### config.mk
export PLATFORM = sky130hd
export DESIGN_NAME = ietc_top
export DESIGN_NICKNAME = d
export VERILOG_FILES = /design/src/ietc_pkg.sv /design/src/ietc_master_if.sv /design/src/ietc_master.sv /design/src/ietc_top.sv
export SDC_FILE = /design/constraint.sdc
export NUM_CORES = 1
export LEC_CHECK = 0
export ABC_AREA = 1
export BUFFER_PORTS_ARGS = -buffer_cell sky130_fd_sc_hd__buf_4
export CORE_ASPECT_RATIO = 1.5
export CORE_MARGIN = 5
export CORE_UTILIZATION = 45
export DETAILED_ROUTE_END_ITERATION = 10
export HOLD_SLACK_MARGIN = 0.02
export PLACE_DENSITY = 0.64
export SYNTH_ARGS = -nofsm -noshare
export SYNTH_HDL_FRONTEND = slang
export SYNTH_SLANG_ARGS = --single-unit
### constraint.sdc
create_clock -name clock -period 2.5 [get_ports clock]
set_input_delay 0.5 -clock clock [delete_from_list [all_inputs] [get_ports clock]]
set_output_delay 0.5 -clock clock [all_outputs]
set_load 0.01 [all_outputs]
### src/ietc_pkg.sv
// Shared constants for the extender timing and control block
package ietc_pkg;
  // ==========================================================
  // Clock
  localparam int CLK_NS = 50;
  // ==========================================================
  // Times in ns, except T_REM_RST_MS in ms and T_STUCK_US in us
  localparam int T_ON_LOW_NS   = 1000;
  localparam int T_READY_NS    = 65000;
  localparam int T_IDLE_NS     = 70000;
  localparam int T_GAP_NS      = 1000;
  localparam int T_REM_RST_MS  = 180;
  localparam int T_STUCK_US    = 31500;
  localparam int T_PER_FMP_NS  = 1000;
  localparam int T_PER_FM_NS   = 2500;
  localparam int T_PER_SM_NS   = 10000;
  localparam int T_LOW_FMP_NS  = 600;
  localparam int T_LOW_FM_NS   = 1500;
  localparam int T_LOW_SM_NS   = 5800;
  localparam int T_BUF_FMP_NS  = 600;
  localparam int T_BUF_FM_NS   = 1500;
  localparam int T_BUF_SM_NS   = 5000;
  // ==========================================================
  // Cycle counts, least times rounded up
  localparam int ON_LOW_CYC    = (T_ON_LOW_NS + CLK_NS - 1) / CLK_NS;
  localparam int READY_CYC     = T_READY_NS / CLK_NS;
  localparam int IDLE_CYC      = (T_IDLE_NS + CLK_NS - 1) / CLK_NS;
  localparam int GAP_CYC       = (T_GAP_NS + CLK_NS - 1) / CLK_NS;
  localparam int REM_RST_CYC   = T_REM_RST_MS * (1000000 / CLK_NS);
  localparam int STUCK_CYC     = T_STUCK_US * 1000 / CLK_NS;
  localparam int PER_FMP_CYC   = (T_PER_FMP_NS + CLK_NS - 1) / CLK_NS;
  localparam int PER_FM_CYC    = (T_PER_FM_NS + CLK_NS - 1) / CLK_NS;
  localparam int PER_SM_CYC    = (T_PER_SM_NS + CLK_NS - 1) / CLK_NS;
  localparam int LOW_FMP_CYC   = (T_LOW_FMP_NS + CLK_NS - 1) / CLK_NS;
  localparam int LOW_FM_CYC    = (T_LOW_FM_NS + CLK_NS - 1) / CLK_NS;
  localparam int LOW_SM_CYC    = (T_LOW_SM_NS + CLK_NS - 1) / CLK_NS;
  localparam int HIGH_FMP_CYC  = PER_FMP_CYC - LOW_FMP_CYC;
  localparam int HIGH_FM_CYC   = PER_FM_CYC - LOW_FM_CYC;
  localparam int HIGH_SM_CYC   = PER_SM_CYC - LOW_SM_CYC;
  localparam int BUF_FMP_CYC   = (T_BUF_FMP_NS + CLK_NS - 1) / CLK_NS;
  localparam int BUF_FM_CYC    = (T_BUF_FM_NS + CLK_NS - 1) / CLK_NS;
  localparam int BUF_SM_CYC    = (T_BUF_SM_NS + CLK_NS - 1) / CLK_NS;
  // ==========================================================
  // Speed codes {rate_select_a, rate_select_b}
  localparam logic [1:0] SPD_SM  = 2'h0;
  localparam logic [1:0] SPD_FM  = 2'h1;
  // Master commands
  localparam logic [1:0] CMD_START = 2'h0;
  localparam logic [1:0] CMD_BIT   = 2'h1;
  localparam logic [1:0] CMD_STOP  = 2'h2;
endpackage

### src/ietc_master_if.sv
// Link between the control top and the master bit engine
`timescale 1ns/1ps
interface ietc_master_if;
  logic       cmd_valid;
  logic       cmd_ready;
  logic [1:0] cmd;
  logic       wbit;
  logic       rbit;
  logic       rbit_valid;
  logic [1:0] speed;
  logic       scl_in;
  logic       sda_in;
  logic       scl_low;
  logic       sda_low;
  modport ctrl (output cmd_valid, cmd, wbit, speed, scl_in, sda_in,
                input  cmd_ready, rbit, rbit_valid, scl_low, sda_low);
  modport eng  (input  cmd_valid, cmd, wbit, speed, scl_in, sda_in,
                output cmd_ready, rbit, rbit_valid, scl_low, sda_low);
endinterface

### src/ietc_master.sv
// Remote-mode I2C master bit engine with speed-selected timing
`timescale 1ns/1ps
module ietc_master
(
  // Clock and reset
  input  wire logic     clock,
  input  wire logic     nrst,
  // Engine side of the link
  ietc_master_if.eng    m
);
  typedef enum logic [2:0]
  {
    E_IDLE  = 3'h0,
    E_SHOLD = 3'h1,
    E_BLOW  = 3'h2,
    E_BWAIT = 3'h3,
    E_BHIGH = 3'h4,
    E_PLOW  = 3'h5,
    E_PHIGH = 3'h6,
    E_BUF   = 3'h7
  } ietc_eng_type;

  typedef struct packed
  {
    ietc_eng_type state;
    logic [7:0]   cnt;
    logic         scl_low;
    logic         sda_low;
    logic         rbit;
    logic         rbit_valid;
  } ietc_eng_state_type;

  ietc_eng_state_type s;
  ietc_eng_state_type next_s;
  logic [7:0]         low_c;
  logic [7:0]         high_c;
  logic [7:0]         buf_c;

  // ==========================================================
  // Timing set
  always_comb
  begin
    unique case (m.speed)
      ietc_pkg::SPD_SM:
      begin
        low_c  = 8'(ietc_pkg::LOW_SM_CYC - 1);
        high_c = 8'(ietc_pkg::HIGH_SM_CYC - 1);
        buf_c  = 8'(ietc_pkg::BUF_SM_CYC - 1);
      end
      ietc_pkg::SPD_FM:
      begin
        low_c  = 8'(ietc_pkg::LOW_FM_CYC - 1);
        high_c = 8'(ietc_pkg::HIGH_FM_CYC - 1);
        buf_c  = 8'(ietc_pkg::BUF_FM_CYC - 1);
      end
      default:
      begin
        low_c  = 8'(ietc_pkg::LOW_FMP_CYC - 1);
        high_c = 8'(ietc_pkg::HIGH_FMP_CYC - 1);
        buf_c  = 8'(ietc_pkg::BUF_FMP_CYC - 1);
      end
    endcase
  end

  // ==========================================================
  // Bit sequencer
  always_comb
  begin
    next_s = s;
    next_s.rbit_valid = 1'b0;
    if (s.cnt != 8'h00)
      next_s.cnt = s.cnt - 8'h01;
    unique case (s.state)
      E_IDLE:
        if (m.cmd_valid)
        begin
          if (m.cmd == ietc_pkg::CMD_START)
          begin
            next_s.sda_low = 1'b1;
            next_s.cnt     = high_c;
            next_s.state   = E_SHOLD;
          end
          else if (m.cmd == ietc_pkg::CMD_BIT)
          begin
            next_s.scl_low = 1'b1;
            next_s.sda_low = ~m.wbit;
            next_s.cnt     = low_c;
            next_s.state   = E_BLOW;
          end
          else if (m.cmd == ietc_pkg::CMD_STOP)
          begin
            next_s.scl_low = 1'b1;
            next_s.sda_low = 1'b1;
            next_s.cnt     = low_c;
            next_s.state   = E_PLOW;
          end
        end
      E_SHOLD:
        if (s.cnt == 8'h00)
        begin
          next_s.scl_low = 1'b1;
          next_s.state   = E_IDLE;
        end
      E_BLOW:
        if (s.cnt == 8'h00)
        begin
          next_s.scl_low = 1'b0;
          next_s.state   = E_BWAIT;
        end
      E_BWAIT:
        if (m.scl_in)
        begin
          next_s.cnt   = high_c;
          next_s.state = E_BHIGH;
        end
      E_BHIGH:
        if (s.cnt == 8'h00)
        begin
          next_s.rbit       = m.sda_in;
          next_s.rbit_valid = 1'b1;
          next_s.scl_low    = 1'b1;
          next_s.state      = E_IDLE;
        end
      E_PLOW:
        if (s.cnt == 8'h00)
        begin
          next_s.scl_low = 1'b0;
          next_s.cnt     = high_c;
          next_s.state   = E_PHIGH;
        end
      E_PHIGH:
        if (s.cnt == 8'h00)
        begin
          next_s.sda_low = 1'b0;
          next_s.cnt     = buf_c;
          next_s.state   = E_BUF;
        end
      E_BUF:
        if (s.cnt == 8'h00)
          next_s.state = E_IDLE;
    endcase
  end

  always_ff @(posedge clock or negedge nrst)
  begin
    if (!nrst)
      s <= '0;
    else
      s <= next_s;
  end

  assign m.cmd_ready  = (s.state == E_IDLE);
  assign m.rbit       = s.rbit;
  assign m.rbit_valid = s.rbit_valid;
  assign m.scl_low    = s.scl_low;
  assign m.sda_low    = s.sda_low;
endmodule

### src/ietc_top.sv
// Enable, ready, idle, timeout and throughput control of the extender node
`timescale 1ns/1ps
module ietc_top
#(
  parameter int REM_RST_CYC = ietc_pkg::REM_RST_CYC,
  parameter int STUCK_CYC   = ietc_pkg::STUCK_CYC
)
(
  // Clock and reset
  input  wire logic       clock,
  input  wire logic       nrst,
  // Control pins
  input  wire logic       enable,
  input  wire logic       remote_mode,
  input  wire logic       rate_select_a,
  input  wire logic       rate_select_b,
  // Status
  output logic            ready_n,
  output logic            bus_idle,
  output logic            stuck_bus,
  output logic            far_reset,
  // I2C pins
  input  wire logic       scl_in,
  output logic            scl_out,
  output logic            scl_oe_n,
  input  wire logic       sda_in,
  output logic            sda_out,
  output logic            sda_oe_n,
  // Remote master commands
  input  wire logic       mst_cmd_valid,
  input  wire logic [1:0] mst_cmd,
  input  wire logic       mst_wbit,
  output logic            mst_cmd_ready,
  output logic            mst_rbit,
  output logic            mst_rbit_valid
);
  typedef enum logic [1:0]
  {
    M_OFF  = 2'h0,
    M_WAIT = 2'h1,
    M_RUN  = 2'h2
  } ietc_mode_type;

  typedef struct packed
  {
    logic [1:0]    en_sy;
    logic [1:0]    scl_sy;
    logic [1:0]    sda_sy;
    logic [1:0]    rem_sy;
    logic [1:0]    sa_sy;
    logic [1:0]    sb_sy;
    ietc_mode_type mode;
    logic [21:0]   en_low_cnt;
    logic [10:0]   ready_cnt;
    logic [10:0]   idle_cnt;
    logic [19:0]   stuck_cnt;
    logic [4:0]    gap;
    logic [1:0]    speed;
    logic          ready;
    logic          idle;
    logic          stuck;
    logic          far_rst;
    logic          scl_prev;
    logic          stretch;
  } ietc_top_state_type;

  ietc_top_state_type s;
  ietc_top_state_type next_s;
  ietc_master_if      mif ();
  logic               en_i;
  logic               scl_i;
  logic               remote;

  assign en_i   = s.en_sy[1];
  assign scl_i  = s.scl_sy[1];
  assign remote = s.rem_sy[1];

  // ==========================================================
  // Control state
  always_comb
  begin
    next_s = s;
    next_s.en_sy  = {s.en_sy[0], enable};
    next_s.scl_sy = {s.scl_sy[0], scl_in};
    next_s.sda_sy = {s.sda_sy[0], sda_in};
    next_s.rem_sy = {s.rem_sy[0], remote_mode};
    next_s.sa_sy  = {s.sa_sy[0], rate_select_a};
    next_s.sb_sy  = {s.sb_sy[0], rate_select_b};
    next_s.scl_prev = scl_i;
    // Enable low time
    if (en_i)
      next_s.en_low_cnt = 22'h000000;
    else if (s.en_low_cnt < 22'(REM_RST_CYC))
      next_s.en_low_cnt = s.en_low_cnt + 22'h000001;
    next_s.far_rst = !remote && !en_i && (s.en_low_cnt >= 22'(REM_RST_CYC - 1));
    unique case (s.mode)
      M_OFF:
        if (en_i)
        begin
          next_s.speed     = {s.sa_sy[1], s.sb_sy[1]};
          next_s.ready_cnt = 11'h000;
          next_s.mode      = M_WAIT;
        end
      M_WAIT:
        if (s.ready_cnt != 11'(ietc_pkg::READY_CYC - 1))
          next_s.ready_cnt = s.ready_cnt + 11'h001;
        else if (remote || s.idle)
        begin
          next_s.ready = 1'b1;
          next_s.mode  = M_RUN;
        end
      M_RUN:
        next_s.mode = M_RUN;
      default:
        next_s.mode = M_OFF;
    endcase
    if (!en_i && (s.en_low_cnt == 22'(ietc_pkg::ON_LOW_CYC - 1)))
    begin
      next_s.mode  = M_OFF;
      next_s.ready = 1'b0;
    end
    // Bus idle detection
    if (!scl_i)
    begin
      next_s.idle_cnt = 11'h000;
      next_s.idle     = 1'b0;
    end
    else if (s.idle_cnt != 11'(ietc_pkg::IDLE_CYC - 1))
      next_s.idle_cnt = s.idle_cnt + 11'h001;
    else
      next_s.idle = 1'b1;
    // Stuck SCL detection
    if (scl_i || remote)
    begin
      next_s.stuck_cnt = 20'h00000;
      next_s.stuck     = 1'b0;
    end
    else if (s.stuck_cnt != 20'(STUCK_CYC - 1))
      next_s.stuck_cnt = s.stuck_cnt + 20'h00001;
    else
      next_s.stuck = 1'b1;
    // Throughput limit: no new SCL high before one link bit time
    if (!remote && scl_i && !s.scl_prev)
      next_s.gap = 5'(ietc_pkg::GAP_CYC - 1);
    else if (s.gap != 5'h00)
      next_s.gap = s.gap - 5'h01;
    next_s.stretch = !remote && !s.stuck && (s.mode == M_RUN) && (s.gap > 5'h01)
                     && (!scl_i || s.stretch);
  end

  always_ff @(posedge clock or negedge nrst)
  begin
    if (!nrst)
      s <= '0;
    else
      s <= next_s;
  end

  // ==========================================================
  // Remote master
  assign mif.cmd_valid = mst_cmd_valid && remote && (s.mode == M_RUN);
  assign mif.cmd       = mst_cmd;
  assign mif.wbit      = mst_wbit;
  assign mif.speed     = s.speed;
  assign mif.scl_in    = scl_i;
  assign mif.sda_in    = s.sda_sy[1];

  ietc_master u_master
  (
    .clock (clock),
    .nrst  (nrst),
    .m     (mif.eng)
  );

  // ==========================================================
  // Outputs
  assign ready_n        = !s.ready;
  assign bus_idle       = s.idle;
  assign stuck_bus      = s.stuck;
  assign far_reset      = s.far_rst;
  assign scl_out        = 1'b0;
  assign sda_out        = 1'b0;
  assign scl_oe_n       = !(s.stretch || (remote && mif.scl_low));
  assign sda_oe_n       = !(remote && mif.sda_low);
  assign mst_cmd_ready  = mif.cmd_ready && remote && (s.mode == M_RUN);
  assign mst_rbit       = mif.rbit;
  assign mst_rbit_valid = mif.rbit_valid;
endmodule

==> flow_summary.yaml <==
synthesis:
  syn_area_per_cell_um2: 7.37
  synth_edf_count: 0
  yosysWarnings: 0
  synth_ff_type: "dfrtp_1"
  ys_top_cells_by_count: "nand2_1, dfrtp_1, inv_1, nor2_1, nand3_1"
  synth_area_mm2: 0.00622
  synth_area_leader_cell: "dfrtp_1"
  synthDistinctLibCells: 43
  synth_top_area_frac: 0.427
  yosysMostFrequentCell: "nand2_1"
  async_flop_share: 1.00
  synthCells: 844
  yosys-top-cells-area: "dfrtp_1, nand2_1, nand3_1, inv_1, nor2_1"
  synth_seq_cells: 106
  seq_area_frac_synth: 0.427
timing:
  fmax_mhz: 505
  finalCritPeriodShare: 0.792
  finalCriticalPeriod_ns: 1.98
  setup_viol: 0
  final_max_slew_viol_count: 0
  rsz0062_at_grt: "false"
  skew_ns: 0.0104
  tightest_slew_ns: 0.715
  hold_violations: 0
  finalSetupTns_ns: 0
  max_slew_margin: 0.523
min_path:
  hp-class: "input pin to asynchronous set/reset pin"
drt:
  final_antenna_net_count: 0
  wl_um: 14300
  drtIter0Drc: 235
  firstDrtPassIters: 5
  vias: 5417
  drc: 0
  avgRoutedWirePerCell_um: 13.7
  viasPerCell: 5.22
critical_path:
  worstSetupStartpointType: "register"
  cp.required_ns: 2.00
  worstSetupEndpointType: "output pin"
  crit_arrival_ns: 1.48
  worstPathMaxFanout: 9
  crit_type: "register to output pin"
power:
  intPower_mw: 3.14
  powerDensity_mw_per_mm2: 711
  power_leakage_nw: 3.17
  p_seq_frac: 0.429
  ir_worst_vdd_uv: 456
  combPwrFrac: 0.280
  power_mw: 4.88
  p_sw_frac: 0.356
  power.switching_mw: 1.74
  pwr-share-clk: 0.292
floorplan:
  die_w_um: 106
  core_mm2: 0.0135
  dieArea_mm2: 0.0163
  start_util: 0.460
  die_h_um: 154
  io-pin-count: 23
  num_rows: 52
clock_tree:
  post-cts-setup-buffer-count: 0
  numCtsBuffers: 9
  hold_buffers: 0
  tritoncts: "built"
  cts-resized-gates: 0
  clkSinkCount: 106
  cts_root_buf: "clkbuf_16"
  cts.path.max_buffers: 2
  cts.clk_slew.worst_paths_ns: 0.08
  clk_latency_ns: 0.35
  h-tree-depth: 3
global_routing:
  grt_max_degree: 31
  antenna_found_initial: 0
  grt_use_total: 0.182
  grt-ovfl-total: 0
  grt_pass1_wl_um: 24500
  grt_pass1_vias: 5330
layout:
  area_growth_syn_to_layout_pct: 10.2
  drive_above_1_share: 0.0799
  final_core_util: 0.507
  diodes: 0
  nNetsFinal: 901
  filler_cell_count: 1363
run_status:
  run_status: "completed"
placed_design:
  gp_congestion: 0.882
  port_buffers: 20
  hpwlAfterDp_um: 10900
flow_run:
  maxCapViolCount: 0
[cell families (layout without fill, tap and decap cells)]
kind of cell,Yosys count,after routing,share of synthesized area
simple gates,464,464,0.322
buf+inv,124,155,0.0831
compound gates,110,110,0.101
flops,106,106,0.427
xor+xnor,19,19,0.0268
fa+ha+maj,18,18,0.0362
mux,2,2,0.00342
other cells,1,2,0.000603
[path summary, 6_finish.rpt]
path / start / endpoint / slack (ns) / depth (start not counted)
min in group clock: scl_in / next_s[88]$_DFF_PN0_ / 0.25 / 1
setup reg to reg: s[78]$_DFFE_PN0P_ / s[44]$_DFFE_PN0P_ / 0.57 / 8
setup / recovery: u_master.s[13]$_DFFE_PN0P_ / mst_cmd_ready / 0.52 / 4
hold / removal: nrst / s[67]$_DFFE_PN0P_ / 0.05 / 1
hold reg to reg: next_s[80]$_DFF_PN0_ / s[80]$_DFF_PN0_ / 0.35 / 0
max in group asynchronous: nrst / u_master.s[9]$_DFF_PN0_ / 1.86 / 2
[cells in the final DEF (no fill, tap or decap), types with 2 or more instances in the layout]
master / instances
a211oi_1: 3
a21o_1: 2
a21oi_1: 29
a31oi_1: 6
buf_4: 28
clkbuf_16: 9
clkinv_1: 4
clkinvlp_4: 2
conb_1: 2
dfrtp_1: 106
ha_1: 18
inv_1: 103
inv_2: 2
inv_8: 4
nand2_1: 205
nand2_2: 5
nand3_1: 86
nand4_1: 26
nor2_1: 103
nor2_2: 3
nor3_1: 25
o211ai_1: 2
o21ai_0: 48
o21ai_1: 7
o21ai_2: 4
o31ai_1: 5
or2_2: 6
xnor2_1: 4
xor2_1: 15
[per-layer routing]
layer	vias to the layer above	global-route usage	routed length (um)
li1	2801	-	-
met1	2489	0.216	6030
met2	88	0.327	7410
met3	39	0.0243	355
met4	0	0.0809	457
met5	-	0	0
[registers in the layout, indices dropped and copies added (netlist names)]
name / count
s: 76
far_reset: 1
bus_idle: 1
u_master.m.rbit: 1
u_master.m.sda_low: 1
u_master.m.scl_low: 1
mif.speed: 2
next_s: 6
remote: 1
en_i: 1
stuck_bus: 1
u_master.m.rbit_valid: 1
mif.scl_in: 1
u_master.s: 11
mif.sda_in: 1
[per-stage QoR]
| stage | area [um^2] | std cells | worst slack, ns | hold slack, ns |
|---|---|---|---|---|
| after global placement | 6560 | 1022 | 0.662 | 0.333 |
| after floorplan | 6220 | 845 | 0.631 | 0.204 |
| after global routing | 6860 | 1038 | 0.378 | 0.0726 |
| final | 6860 | 1038 | 0.520 | 0.0538 |
| after detailed placement | 6560 | 1022 | 0.579 | 0.335 |
| after CTS | 6860 | 1038 | 0.505 | 0.0627 |
[power by group through the flow]
stage	Clock [mW]	Sequential [mW]	Combinational (mW)
floorplan	0	2.06	1.04
global placement	0	2.12	1.36
detailed placement	0	2.12	1.37
CTS	1.46	2.09	1.38
global route	1.53	2.12	1.59
finish	1.42	2.09	1.36
[critical path, stage by stage (launching register included)]
cell     delay (ns)
dfrtp_1        0.43
inv_1          0.17
nand3_2        0.22
nor2_1         0.17
buf_4          0.14
[layout make-up]
cell class | count | area [um^2] | area share
multi-input combinational | 615 | 3050 | 0.445
clock buffer | 10 | 239 | 0.0349
clock inverter | 6 | 57.6 | 0.00840
inverter | 110 | 420 | 0.0613
sequential | 106 | 2650 | 0.387
timing repair buffer | 29 | 230 | 0.0336
tap | 162 | 203 | 0.0296
(Power assumes the default switching activity.)
